[src/rtl/dpv_pkg.sv]
// Package: constants, register layouts and types for DAC playback control
//
// Behaviour
// - boost_level picks off, min, mid, max boost.
// - Boosted sample saturates at full scale, never wraps.
// - 8-bit code, 0.5dB per step, FFH mutes.
// - volume_link set: left code drives both channels.
// - volume_link clear: each channel uses own code.
// - Attenuation glides; full sweep takes 1061 samples.
// - soft_mute_req set ramps output down to zero.
// - soft_mute_req cleared ramps output back to 0dB.
// - Early cancel reverses ramp from current point.
// - Mute gain multiplies after channel attenuator gain.
// - Stereo beep powered, optionally mixed into phones.
// - Stereo beep average feeds the speaker path.
// - Mono beep: phones at -20dB, speaker unity.
// - Bias bits clear force phones low, set raise.
// - Amp-off bits power amp down, outputs low.
package dpv_pkg;

  // ****************************************************************
  // Register map
  // ****************************************************************
  localparam logic [7:0] ADDR_CTRL = 8'h00;
  localparam logic [7:0] ADDR_VOL = 8'h04;
  localparam logic [7:0] ADDR_BEEP = 8'h08;
  localparam logic [7:0] ADDR_PHONE = 8'h0C;
  localparam logic [7:0] ADDR_STATUS = 8'h10;

  typedef struct packed {
    logic [1:0] mute_ramp_period;
    logic soft_mute_req;
    logic volume_link;
    logic [1:0] boost_level;
  } dpv_ctrl_t;

  typedef struct packed {
    logic [7:0] right_volume_code;
    logic [7:0] left_volume_code;
  } dpv_vol_t;

  typedef struct packed {
    logic mono_beep_to_speaker;
    logic mono_beep_to_phones;
    logic mono_beep_power;
    logic stereo_beep_to_speaker;
    logic stereo_beep_to_phones;
    logic stereo_beep_power;
  } dpv_beep_t;

  typedef struct packed {
    logic right_phone_amp_off;
    logic left_phone_amp_off;
    logic right_phone_bias_on;
    logic left_phone_bias_on;
  } dpv_phone_t;

  typedef struct packed {
    logic mute_busy;
    logic [7:0] cur_right;
    logic [7:0] cur_left;
  } dpv_status_t;

  typedef struct packed {
    dpv_ctrl_t ctrl;
    dpv_vol_t vol;
    dpv_beep_t beep;
    dpv_phone_t phone;
  } dpv_cfg_t;

  localparam dpv_ctrl_t CTRL_RST = 6'h00;
  localparam dpv_vol_t VOL_RST = 16'h0000;
  localparam dpv_beep_t BEEP_RST = 6'h00;
  localparam dpv_phone_t PHONE_RST = 4'hC;

  // ****************************************************************
  // Data path constants
  // ****************************************************************
  localparam logic [1:0] BOOST_OFF = 2'h0;
  localparam logic [1:0] BOOST_MIN = 2'h1;
  localparam logic [1:0] BOOST_MID = 2'h2;
  localparam logic [1:0] BOOST_MAX = 2'h3;
  localparam int BOOST_LP_SHIFT = 4;
  localparam int BOOST_MIN_SHIFT = 2;
  localparam int BOOST_MID_SHIFT = 1;

  localparam logic signed [17:0] SMP_MAX = 18'h0_7FFF;
  localparam logic signed [17:0] SMP_MIN = -18'sh0_8000;
  localparam logic [7:0] ATT_MUTE = 8'hFF;
  localparam logic [7:0] ATT_PER_OCT = 8'h0C;
  localparam logic [11:0] SWEEP_STEPS = 12'h0FF;
  localparam logic [11:0] SWEEP_SAMPLES = 12'h425;

  localparam logic [15:0] MUTE_FULL = 16'h8000;
  localparam int MUTE_LEN [4] = '{256, 512, 1024, 2048};

  localparam logic signed [15:0] BEEP_AMP = 16'h2000;
  localparam logic signed [15:0] MONO_PHONE_AMP = 16'h0333;

  typedef struct packed {
    logic signed [15:0] left;
    logic signed [15:0] right;
  } dpv_stereo_t;

  typedef struct packed {
    logic signed [15:0] lp;
    logic [7:0] code;
    logic [10:0] acc;
    logic signed [15:0] out;
  } dpv_chan_st_t;

  typedef struct packed {
    dpv_cfg_t cfg;
    logic [15:0] mute_gain;
    logic [31:0] rdata;
    logic err;
    logic [2:0] tone_meta;
    logic [2:0] tone_sync;
    logic stb_d;
    logic out_valid;
    dpv_stereo_t out;
    logic signed [15:0] spk;
  } dpv_top_st_t;

  // Mantissa of 0.5dB steps within one 6dB octave, Q15
  function automatic logic [15:0] att_gain(input logic [7:0] code);
    logic [15:0] mant;
    logic [7:0] oct;
    oct = code / ATT_PER_OCT;
    unique case (code % ATT_PER_OCT)
      8'h00: mant = 16'h8000;
      8'h01: mant = 16'h78D7;
      8'h02: mant = 16'h7215;
      8'h03: mant = 16'h6BB3;
      8'h04: mant = 16'h65AD;
      8'h05: mant = 16'h5FFD;
      8'h06: mant = 16'h5A9E;
      8'h07: mant = 16'h558C;
      8'h08: mant = 16'h50C3;
      8'h09: mant = 16'h4C3F;
      8'h0A: mant = 16'h47FB;
      default: mant = 16'h43F4;
    endcase
    att_gain = (code == ATT_MUTE) ? 16'h0000 : (mant >> oct);
  endfunction : att_gain

  function automatic logic [15:0] mute_step(input logic [1:0] sel);
    mute_step = 16'(int'(MUTE_FULL) / MUTE_LEN[sel]);
  endfunction : mute_step

  function automatic logic signed [15:0] sat16(
    input logic signed [17:0] v
  );
    if (v > SMP_MAX) begin
      sat16 = SMP_MAX[15:0];
    end else if (v < SMP_MIN) begin
      sat16 = SMP_MIN[15:0];
    end else begin
      sat16 = v[15:0];
    end
  endfunction : sat16

endpackage : dpv_pkg

[src/rtl/dpv_chan.sv]
// One channel: bass boost, clipping, gliding attenuator, mute cascade
`timescale 1ns/1ps
`default_nettype none
module dpv_chan (
  input wire logic ref_clk, // Core clock
  input wire logic rst, // Sync reset, active high
  input wire logic smp_stb, // One cycle per sample
  input wire logic signed [15:0] smp_in, // Incoming sample
  input wire logic [1:0] boost_level, // Boost select
  input wire logic [7:0] target_code, // Requested attenuation
  input wire logic [15:0] mute_gain, // Soft mute gain, Q15
  output logic signed [15:0] smp_out, // Processed sample
  output logic [7:0] cur_code // Attenuation now applied
);
  dpv_pkg::dpv_chan_st_t st_r, st_nxt;
  logic signed [17:0] x_ext, lp_ext, diff, boost, sum;
  logic signed [15:0] clip, atten;
  logic signed [32:0] prod_a, prod_b;
  logic [11:0] acc_sum;

  always_comb begin
    st_nxt = st_r;
    x_ext = {{2{smp_in[15]}}, smp_in};
    lp_ext = {{2{st_r.lp[15]}}, st_r.lp};
    diff = x_ext - lp_ext;
    unique case (boost_level)
      dpv_pkg::BOOST_OFF: boost = '0;
      dpv_pkg::BOOST_MIN: boost = lp_ext >>> dpv_pkg::BOOST_MIN_SHIFT;
      dpv_pkg::BOOST_MID: boost = lp_ext >>> dpv_pkg::BOOST_MID_SHIFT;
      dpv_pkg::BOOST_MAX: boost = lp_ext;
    endcase
    sum = x_ext + boost;
    clip = dpv_pkg::sat16(sum);
    prod_a = clip * $signed({1'b0, dpv_pkg::att_gain(st_r.code)});
    atten = prod_a[30:15];
    prod_b = atten * $signed({1'b0, mute_gain});
    acc_sum = {1'b0, st_r.acc} + dpv_pkg::SWEEP_STEPS;
    if (smp_stb) begin
      st_nxt.lp = st_r.lp + 16'(diff >>> dpv_pkg::BOOST_LP_SHIFT);
      st_nxt.out = prod_b[30:15];
      if (st_r.code == target_code) begin
        st_nxt.acc = '0;
      end else if (acc_sum >= dpv_pkg::SWEEP_SAMPLES) begin
        st_nxt.acc = 11'(acc_sum - dpv_pkg::SWEEP_SAMPLES);
        st_nxt.code = (st_r.code < target_code) ? st_r.code + 8'h01
                                                : st_r.code - 8'h01;
      end else begin
        st_nxt.acc = acc_sum[10:0];
      end
    end
  end

  always_ff @(posedge ref_clk) begin
    if (rst) begin
      st_r <= '0;
    end else begin
      st_r <= st_nxt;
    end
  end

  assign smp_out = st_r.out;
  assign cur_code = st_r.code;

  a_clip_no_wrap: assert property (@(posedge ref_clk) disable iff (rst)
    (smp_stb && !smp_in[15] && !boost[17]) |=> !smp_out[15])
    else $error("boosted positive sample wrapped negative");
  a_mute_code_zero: assert property (@(posedge ref_clk)
    disable iff (rst)
    (smp_stb && st_r.code == dpv_pkg::ATT_MUTE) |=> smp_out == '0)
    else $error("mute code passed signal");
  a_sweep_one_step: assert property (@(posedge ref_clk)
    disable iff (rst)
    smp_stb |=> (cur_code == $past(cur_code) ||
                 cur_code == $past(cur_code) + 8'h01 ||
                 cur_code == $past(cur_code) - 8'h01))
    else $error("attenuator moved more than one step");
  a_sweep_idle: assert property (@(posedge ref_clk) disable iff (rst)
    !smp_stb |=> $stable(cur_code))
    else $error("attenuator moved without a sample");
endmodule : dpv_chan
`default_nettype wire

[src/rtl/dpv_top.sv]
// Top: APB registers, soft mute, beep mixing, headphone control
//
// Added by the designer: the register offsets and register access over APB.
`timescale 1ns/1ps
`default_nettype none
module dpv_top (
  input wire logic ref_clk, // Core clock, 40 MHz
  input wire logic rst, // Sync reset, active high
  input wire logic psel, // APB select
  input wire logic penable, // APB access phase
  input wire logic pwrite, // APB write
  input wire logic [7:0] paddr, // APB byte address
  input wire logic [31:0] pwdata, // APB write data
  output logic [31:0] prdata, // APB read data
  output logic pready, // APB ready
  output logic pslverr, // APB error
  input wire logic sample_valid, // One cycle per sample period
  input wire dpv_pkg::dpv_stereo_t sample_in, // Host samples
  output logic out_valid, // Output sample strobe
  output dpv_pkg::dpv_stereo_t sample_out, // Headphone samples
  output logic signed [15:0] speaker_sample, // Speaker path sample
  input wire logic left_tone_input, // Left beep pin
  input wire logic right_tone_input, // Right beep pin
  input wire logic mono_tone_input, // Mono beep pin
  output logic stereo_beep_power, // Stereo beep input power
  output logic mono_beep_power, // Mono beep input power
  output logic left_phone_bias_on, // Left common level up
  output logic right_phone_bias_on, // Right common level up
  output logic left_phone_amp_en, // Left amp powered
  output logic right_phone_amp_en, // Right amp powered
  output logic left_phone_drive_low, // Left output held low
  output logic right_phone_drive_low // Right output held low
);

  // ****************************************************************
  // State and wires
  // ****************************************************************
  dpv_pkg::dpv_top_st_t st_r, st_nxt;
  dpv_pkg::dpv_stereo_t chan_out;
  logic [7:0] left_target;
  logic [7:0] right_target;
  logic [7:0] cur_left;
  logic [7:0] cur_right;
  logic [15:0] step;
  logic [16:0] gain_up;
  logic mute_busy;
  logic setup;
  logic wr_acc;
  logic signed [15:0] beep_l;
  logic signed [15:0] beep_r;
  logic signed [15:0] beep_m;
  logic signed [17:0] mix_l;
  logic signed [17:0] mix_r;
  logic signed [17:0] mix_s;
  dpv_pkg::dpv_status_t status;

  // ****************************************************************
  // Volume targets
  // ****************************************************************
  always_comb begin
    left_target = st_r.cfg.vol.left_volume_code;
    if (st_r.cfg.ctrl.volume_link) begin
      right_target = st_r.cfg.vol.left_volume_code;
    end else begin
      right_target = st_r.cfg.vol.right_volume_code;
    end
  end

  // ****************************************************************
  // Channel data paths
  // ****************************************************************
  dpv_chan u_left (
    .ref_clk(ref_clk),
    .rst(rst),
    .smp_stb(sample_valid),
    .smp_in(sample_in.left),
    .boost_level(st_r.cfg.ctrl.boost_level),
    .target_code(left_target),
    .mute_gain(st_r.mute_gain),
    .smp_out(chan_out.left),
    .cur_code(cur_left)
  );

  dpv_chan u_right (
    .ref_clk(ref_clk),
    .rst(rst),
    .smp_stb(sample_valid),
    .smp_in(sample_in.right),
    .boost_level(st_r.cfg.ctrl.boost_level),
    .target_code(right_target),
    .mute_gain(st_r.mute_gain),
    .smp_out(chan_out.right),
    .cur_code(cur_right)
  );

  // ****************************************************************
  // Next state
  // ****************************************************************
  always_comb begin
    st_nxt = st_r;
    setup = psel && !penable;
    wr_acc = psel && penable && pwrite;
    step = dpv_pkg::mute_step(st_r.cfg.ctrl.mute_ramp_period);
    gain_up = {1'b0, st_r.mute_gain} + {1'b0, step};
    mute_busy = st_r.cfg.ctrl.soft_mute_req ? (st_r.mute_gain != '0)
                : (st_r.mute_gain != dpv_pkg::MUTE_FULL);
    status = '{mute_busy: mute_busy, cur_right: cur_right,
               cur_left: cur_left};

    // Register reads captured in the setup phase
    if (setup) begin
      st_nxt.err = 1'b0;
      st_nxt.rdata = '0;
      unique case (paddr)
        dpv_pkg::ADDR_CTRL: st_nxt.rdata = 32'(st_r.cfg.ctrl);
        dpv_pkg::ADDR_VOL: st_nxt.rdata = 32'(st_r.cfg.vol);
        dpv_pkg::ADDR_BEEP: st_nxt.rdata = 32'(st_r.cfg.beep);
        dpv_pkg::ADDR_PHONE: st_nxt.rdata = 32'(st_r.cfg.phone);
        dpv_pkg::ADDR_STATUS: st_nxt.rdata = 32'(status);
        default: st_nxt.err = 1'b1;
      endcase
    end

    // Register writes at the access edge
    if (wr_acc) begin
      unique case (paddr)
        dpv_pkg::ADDR_CTRL: begin
          st_nxt.cfg.ctrl = pwdata[$bits(dpv_pkg::dpv_ctrl_t)-1:0];
        end
        dpv_pkg::ADDR_VOL: begin
          st_nxt.cfg.vol = pwdata[$bits(dpv_pkg::dpv_vol_t)-1:0];
        end
        dpv_pkg::ADDR_BEEP: begin
          st_nxt.cfg.beep = pwdata[$bits(dpv_pkg::dpv_beep_t)-1:0];
        end
        dpv_pkg::ADDR_PHONE: begin
          st_nxt.cfg.phone = pwdata[$bits(dpv_pkg::dpv_phone_t)-1:0];
        end
        default: begin
          st_nxt.cfg = st_r.cfg;
        end
      endcase
    end

    // Soft mute ramp, one equal step per sample
    if (sample_valid) begin
      if (st_r.cfg.ctrl.soft_mute_req) begin
        if (st_r.mute_gain > step) begin
          st_nxt.mute_gain = st_r.mute_gain - step;
        end else begin
          st_nxt.mute_gain = '0;
        end
      end else if (gain_up >= {1'b0, dpv_pkg::MUTE_FULL}) begin
        st_nxt.mute_gain = dpv_pkg::MUTE_FULL;
      end else begin
        st_nxt.mute_gain = gain_up[15:0];
      end
    end

    // Beep pins pass two flops before use
    st_nxt.tone_meta = {mono_tone_input, right_tone_input,
                        left_tone_input};
    st_nxt.tone_sync = st_r.tone_meta;
    beep_l = st_r.tone_sync[0] ? dpv_pkg::BEEP_AMP : -dpv_pkg::BEEP_AMP;
    beep_r = st_r.tone_sync[1] ? dpv_pkg::BEEP_AMP : -dpv_pkg::BEEP_AMP;
    beep_m = st_r.tone_sync[2] ? dpv_pkg::BEEP_AMP : -dpv_pkg::BEEP_AMP;

    // Headphone mix
    mix_l = 18'(chan_out.left);
    mix_r = 18'(chan_out.right);
    if (st_r.cfg.beep.stereo_beep_power &&
        st_r.cfg.beep.stereo_beep_to_phones) begin
      mix_l = mix_l + 18'(beep_l);
      mix_r = mix_r + 18'(beep_r);
    end
    if (st_r.cfg.beep.mono_beep_power &&
        st_r.cfg.beep.mono_beep_to_phones) begin
      mix_l = st_r.tone_sync[2] ? mix_l + 18'(dpv_pkg::MONO_PHONE_AMP)
                                : mix_l - 18'(dpv_pkg::MONO_PHONE_AMP);
      mix_r = st_r.tone_sync[2] ? mix_r + 18'(dpv_pkg::MONO_PHONE_AMP)
                                : mix_r - 18'(dpv_pkg::MONO_PHONE_AMP);
    end

    // Speaker mix
    mix_s = '0;
    if (st_r.cfg.beep.stereo_beep_power &&
        st_r.cfg.beep.stereo_beep_to_speaker) begin
      mix_s = (18'(beep_l) + 18'(beep_r)) >>> 1;
    end
    if (st_r.cfg.beep.mono_beep_power &&
        st_r.cfg.beep.mono_beep_to_speaker) begin
      mix_s = mix_s + 18'(beep_m);
    end
    st_nxt.spk = dpv_pkg::sat16(mix_s);

    // Output stage, one cycle after the channel registers
    st_nxt.stb_d = sample_valid;
    st_nxt.out_valid = st_r.stb_d;
    if (st_r.stb_d) begin
      st_nxt.out.left = left_phone_drive_low ? '0
                        : dpv_pkg::sat16(mix_l);
      st_nxt.out.right = right_phone_drive_low ? '0
                         : dpv_pkg::sat16(mix_r);
    end
  end

  always_ff @(posedge ref_clk) begin
    if (rst) begin
      st_r <= '0;
      st_r.cfg <= '{ctrl: dpv_pkg::CTRL_RST, vol: dpv_pkg::VOL_RST,
                    beep: dpv_pkg::BEEP_RST, phone: dpv_pkg::PHONE_RST};
      st_r.mute_gain <= dpv_pkg::MUTE_FULL;
    end else begin
      st_r <= st_nxt;
    end
  end

  // ****************************************************************
  // Outputs
  // ****************************************************************
  assign prdata = st_r.rdata;
  assign pready = 1'b1;
  assign pslverr = psel && penable && st_r.err;
  assign out_valid = st_r.out_valid;
  assign sample_out = st_r.out;
  assign speaker_sample = st_r.spk;
  assign stereo_beep_power = st_r.cfg.beep.stereo_beep_power;
  assign mono_beep_power = st_r.cfg.beep.mono_beep_power;
  assign left_phone_bias_on = st_r.cfg.phone.left_phone_bias_on;
  assign right_phone_bias_on = st_r.cfg.phone.right_phone_bias_on;
  assign left_phone_amp_en = !st_r.cfg.phone.left_phone_amp_off;
  assign right_phone_amp_en = !st_r.cfg.phone.right_phone_amp_off;
  assign left_phone_drive_low = st_r.cfg.phone.left_phone_amp_off ||
                                !st_r.cfg.phone.left_phone_bias_on;
  assign right_phone_drive_low = st_r.cfg.phone.right_phone_amp_off ||
                                 !st_r.cfg.phone.right_phone_bias_on;

  // ****************************************************************
  // Checks
  // ****************************************************************
  a_boost_reset_off: assert property (@(posedge ref_clk)
    $past(rst) && !rst |-> st_r.cfg.ctrl.boost_level == dpv_pkg::BOOST_OFF)
    else $error("boost not off after reset");
  a_link_right_code: assert property (@(posedge ref_clk) disable iff (rst)
    st_r.cfg.ctrl.volume_link |-> right_target == left_target)
    else $error("linked right channel not following left code");
  a_unlinked_right: assert property (@(posedge ref_clk) disable iff (rst)
    !st_r.cfg.ctrl.volume_link
    |-> right_target == st_r.cfg.vol.right_volume_code)
    else $error("unlinked right channel not using right code");
  a_mute_ramp_down: assert property (@(posedge ref_clk) disable iff (rst)
    (sample_valid && st_r.cfg.ctrl.soft_mute_req && st_r.mute_gain != '0 &&
     !wr_acc) |=> st_r.mute_gain < $past(st_r.mute_gain))
    else $error("mute gain did not fall");
  a_mute_ramp_up: assert property (@(posedge ref_clk) disable iff (rst)
    (sample_valid && !st_r.cfg.ctrl.soft_mute_req && !wr_acc &&
     st_r.mute_gain != dpv_pkg::MUTE_FULL)
    |=> st_r.mute_gain > $past(st_r.mute_gain))
    else $error("mute gain did not rise after cancel");
  a_mute_equal_step: assert property (@(posedge ref_clk) disable iff (rst)
    (sample_valid && !wr_acc && st_r.cfg.ctrl.soft_mute_req &&
     st_r.mute_gain > step)
    |=> $past(st_r.mute_gain) - st_r.mute_gain == $past(step))
    else $error("mute step not equal to table step");
  a_mute_hold_gap: assert property (@(posedge ref_clk) disable iff (rst)
    !sample_valid |=> $stable(st_r.mute_gain))
    else $error("mute gain moved between samples");
  a_phone_low_out: assert property (@(posedge ref_clk) disable iff (rst)
    (st_r.stb_d && left_phone_drive_low) ##1 out_valid
    |-> sample_out.left == '0)
    else $error("left phone output not held low");
  a_amp_off_low: assert property (@(posedge ref_clk) disable iff (rst)
    !right_phone_amp_en |-> right_phone_drive_low)
    else $error("right amp off but output not held low");
  a_out_latency: assert property (@(posedge ref_clk) disable iff (rst)
    sample_valid |-> ##2 out_valid
    ##1 (!out_valid || $past(sample_valid, 2)))
    else $error("output strobe not two cycles after sample");
  a_speaker_mono: assert property (@(posedge ref_clk) disable iff (rst)
    (!st_r.cfg.beep.stereo_beep_power && st_r.cfg.beep.mono_beep_power &&
     st_r.cfg.beep.mono_beep_to_speaker && $stable(st_r.cfg.beep))
    |=> speaker_sample == $past(beep_m))
    else $error("mono beep not at unity on speaker");

endmodule : dpv_top
`default_nettype wire

[config.mk]
export PLATFORM = sky130hd
export DESIGN_NAME = dpv_top
export DESIGN_NICKNAME = d
export VERILOG_FILES = /design/src/rtl/dpv_pkg.sv /design/src/rtl/dpv_chan.sv /design/src/rtl/dpv_top.sv
export SDC_FILE = /design/constraint.sdc
export NUM_CORES = 2
export LEC_CHECK = 0
export ABC_AREA = 1
export BUFFER_PORTS_ARGS = -buffer_cell sky130_fd_sc_hd__buf_2
export CORE_MARGIN = 2
export CORE_UTILIZATION = 59
export DETAILED_ROUTE_END_ITERATION = 8
export PLACE_DENSITY = 0.76
export SYNTH_ARGS = -nofsm -noshare
export SYNTH_HDL_FRONTEND = slang
export SYNTH_SLANG_ARGS = --single-unit
[constraint.sdc]
create_clock -name ref_clk -period 32.5 [get_ports ref_clk]
set_input_delay 4.875 -clock ref_clk [delete_from_list [all_inputs] [get_ports ref_clk]]
set_output_delay 4.875 -clock ref_clk [all_outputs]
set_load 0.01 [all_outputs]
==> results.py <==
metrics = {
    "yosys": {
        "ys_seq_elements": 212,
        "yosys.area_share.simple_pct": 20.3,
        "combinational_family_with_the_most_area_after_synthesis": "adder cells",
        "synth-compound-area-share_pct": 10.9,
        "yosys_most_used_dff": "dfxtp_1",
        "yosys.cell_count.top_type": "nand2_1",
        "synth_cell_type_count": 69,
        "share_of_flip_flops_with_an_asynchronous_set_or_reset_after_synthesis_pct": 0,
        "count_of_flip_flops_with_a_built_in_enable_after_synthesis": 0,
        "share_of_the_synthesized_area_in_the_top_cell_type_pct": 29.3,
        "synth.largest_area_cell": "fa_1",
        "netlist_area_um2": 53800,
        "netlist_top_cells_count": "nand2_1 (1428), inv_1 (1427), fa_1 (787), nor2_1 (780), ha_1 (658)",
        "mean_cell_area_of_the_mapped_netlist_um2": 7.33,
        "synth.yosys.warnings": 0,
        "cell_types_with_the_largest_area_share_after_synthesis": "fa_1 (29%), ha_1 (15%), nand2_1 (10%)",
        "synth.yosys.seq_area_share_pct": 7.89,
        "synthAdderAreaFrac_pct": 44.6,
        "synthXorXnorAreaFrac_pct": 2.99,
        "yosys-mux-area-fraction_pct": 0,
        "postSynthCellCount": 7334,
    },
    "critical_path": {
        "timing.reg2reg.setup_slack_ns": 14.65,
        "worst-setup-path-type": "primary input to flop",
        "worst_setup_path_start_kind": "primary input",
        "arrival_ns": 20.81,
        "cpMaxStageDelayCell": "o21ai_0",
        "timing.reg2reg.worst_path_depth": 66,
        "critical_path.startpoint": "sample_in[4]",
        "reg2reg_to": "u_right.smp_out[8]",
        "cp_data_required_time_ns": 33.01,
        "highest_fanout_seen_on_the_critical_path": 17,
        "reg2reg_from": "st_r[131]",
        "critical_path.max_stage_delay_ns": 0.83,
        "critical_path.endpoint_type": "flop",
    },
    "pwr": {
        "p_comb_share_pct": 85.0,
        "netSwitchingFraction_pct": 58.4,
        "switchingPower_mw": 2.66,
        "p_leak_nw": 29.9,
        "power_frac_clock_pct": 7.7,
        "power_frac_seq_pct": 7.3,
        "irDropWorstVdd_mv": 0.128,
        "total_power_density_per_cell_area_nw_per_um2": 81.5,
        "intPower_mw": 1.89,
    },
    "clock_tree": {
        "cts_max_path_buffers": 3,
        "clock_tree.htree_level_count": 1,
        "cts_hold_buffers": 0,
        "cts.reportedPaths.clkPinSlew_ns": 0.07,
        "cts_resized": 0,
        "cts_made_buffers": 26,
        "clk-insertion-delay-late_ns": 0.61,
        "cts_tree": "yes",
        "numClockSinks": 212,
        "post_cts.repair.setup_buffers": 0,
        "clock_tree.root_cell": "clkbuf_16",
    },
    "grt": {
        "global_route.overflow_total": 0,
        "grt_use_total_pct": 32.1,
        "grt_max_degree": 80,
        "antenna_found_initial": 0,
        "via_count_of_the_first_global_routing_pass": 48667,
        "first_pass_grt_wire_length_um": 245000,
    },
    "worst_hold_path": {
        "timing.hold.worst_path_depth": 2,
        "holdCritPathClass": "flop to flop",
        "holdPathEnd": "st_r[51]",
        "timing.hold.worst.start": "st_nxt[51]",
    },
    "run": {
        "max_cap_viol_count": 0,
    },
    "drt": {
        "drt_first_iter_violations": 3766,
        "wl_per_cell_um": 17.4,
        "drcViolationCount": 0,
        "antenna_violating_nets_post_route": 0,
        "route.vias.total": 48164,
        "routed_via_density": 5.69,
        "wirelength_um": 147000,
        "drt-pass1-iter-count": 6,
    },
    "floorplan": {
        "floorplan.die.height_um": 306,
        "ioPinCount": 172,
        "chipWidth_um": 306,
        "fp.dieArea_um2": 93600,
        "placementRows": 110,
        "core-area_um2": 90100,
        "start_util_pct": 59.6,
    },
    "sta": {
        "rsz0062_at_grt": "false",
        "clock_skew_ns": 0.0254,
        "final_worst_path_setup_slack_ns": 12.20,
        "timing_worst_slew_pin_value_ns": 1.29,
        "finalSetupViolCount": 0,
        "report.final.slew_viol_count": 0,
        "post-route-min-period_ns": 20.30,
        "timing.fmax_ghz": 0.0493,
        "timing.final.hold_violations": 0,
        "min_period_over_period_pct": 62.4,
        "max_slew_margin_pct": 13.1,
        "finalSetupTns_ns": 0,
    },
    "placed_design": {
        "place.detailed.hpwl_um": 118000,
        "gpl.final_weighted_congestion": 0.958,
        "port_buffers": 139,
        "preCtsSetupSlack_ns": 11.84,
    },
    "status": {
        "outcome": "completed",
    },
    "final_layout": {
        "layout-drive-gt1-share_pct": 4.58,
        "fillerInstances": 8122,
        "area_growth_syn_to_layout_pct": 3.84,
        "layout_net_count": 8791,
        "insertedDiodeCount": 0,
    },
}
-- stage by stage --
stage	utilization [%]	power (mW)	instances	hold slack, ns	cell area [um^2]
after floorplan	-	3.15	7348	0.388	53800
after global placement	60.8	4.03	8413	0.407	54800
after CTS	61.9	4.50	8461	0.405	55800
final	61.9	4.55	8461	0.407	55800
after detailed placement	60.8	4.11	8413	0.396	54800
after global routing	61.9	5.07	8461	0.431	55800
-- cells in the final DEF (no fill, tap or decap), drive strengths merged, types with 3 or more instances in the layout --
master | netlist | routed
o211ai | 21 | 21
a211oi | 12 | 12
clkbuf | 165 | 31
nor3 | 63 | 63
conb | 2 | 16
a31oi | 38 | 38
nand3b | 17 | 17
o2111ai | 4 | 4
a2111oi | 4 | 4
o21bai | 54 | 54
nand3 | 292 | 292
or2 | 26 | 26
dfxtp | 212 | 212
inv | 1447 | 1448
nor2 | 784 | 784
clkinv | 23 | 30
a21boi | 3 | 3
ha | 658 | 658
o21a | 10 | 10
buf | 132 | 195
nand2 | 1445 | 1445
o21ai | 372 | 372
o31ai | 5 | 5
xor2 | 140 | 140
fa | 787 | 787
a221oi | 26 | 26
nand4 | 37 | 37
a21o | 12 | 12
a21oi | 420 | 420
xnor2 | 42 | 42
nor4 | 17 | 17
a22oi | 3 | 3
o221ai | 32 | 32
bufinv | 0 | 7
-- routing by layer --
| metal | track usage (%) | vias to the layer above | wire length, um |
|---|---|---|---|
| met4 | 11.6 | 0 | 6250 |
| li1 | - | 22608 | - |
| met1 | 42.6 | 23179 | 60200 |
| met2 | 53.2 | 1988 | 67800 |
| met3 | 4.96 | 389 | 12800 |
| met5 | 0 | - | 0 |
-- final cells by class --
class	instances	area, um^2	share of cell area, %
clock inverters	17	320	0.574
clock buffers	31	679	1.22
flip-flops and latches	212	4240	7.60
multi-input cells	5360	42500	76.1
well taps	1176	1470	2.64
inverters	1470	5520	9.88
repair buffers	195	1120	2.00
-- power groups by stage --
stage / clock network [mW] / logic (mW) / registers, mW
after floorplan: 0 / 2.82 / 0.327
after global placement: 0 / 3.69 / 0.338
after detailed placement: 0 / 3.77 / 0.339
after CTS: 0.354 / 3.81 / 0.333
after global routing: 0.363 / 4.37 / 0.337
final: 0.349 / 3.86 / 0.334
-- cells by family (layout without fill, tap and decap cells) --
logic type / count (synthesis) / count (layout)
other cells: 2 / 16
flops: 212 / 212
buf+inv: 1776 / 1713
xor+xnor: 182 / 182
compound gates: 1033 / 1033
simple gates: 2684 / 2684
fa+ha+maj: 1445 / 1445
-- worst max-delay path: cells and delay by family --
family                     cells  cell delay [ns]
and+or+nand+nor               23             3.15
adders and majority gates     15             7.02
buffers and inverters         15             2.23
AOI/OAI and AO/OA             10             2.95
xor gates and xnor gates       1             0.58
-- flip-flops by register name, indices dropped and copies added (netlist names), 4 cells and up --
signal,count
st_r,40
sample_out,32
prdata,17
u_left.lp_ext,16
u_left.smp_out,16
u_right.lp_ext,16
u_right.smp_out,16
u_left.st_r,11
u_right.st_r,11
left_target,8
u_left.cur_code,8
u_right.cur_code,8
speaker_sample,4
st_nxt,4
-- worst max path at each step --
stage / depth (start not counted) / end
CTS: 64 / u_right.smp_out[8]
floorplan: 55 / u_left.smp_out[13]
detailed placement: 64 / u_right.smp_out[8]
global route: 62 / u_right.smp_out[8]
finish: 64 / u_right.smp_out[8]
global placement: 62 / u_right.smp_out[8]
(Power assumes the default switching activity.)
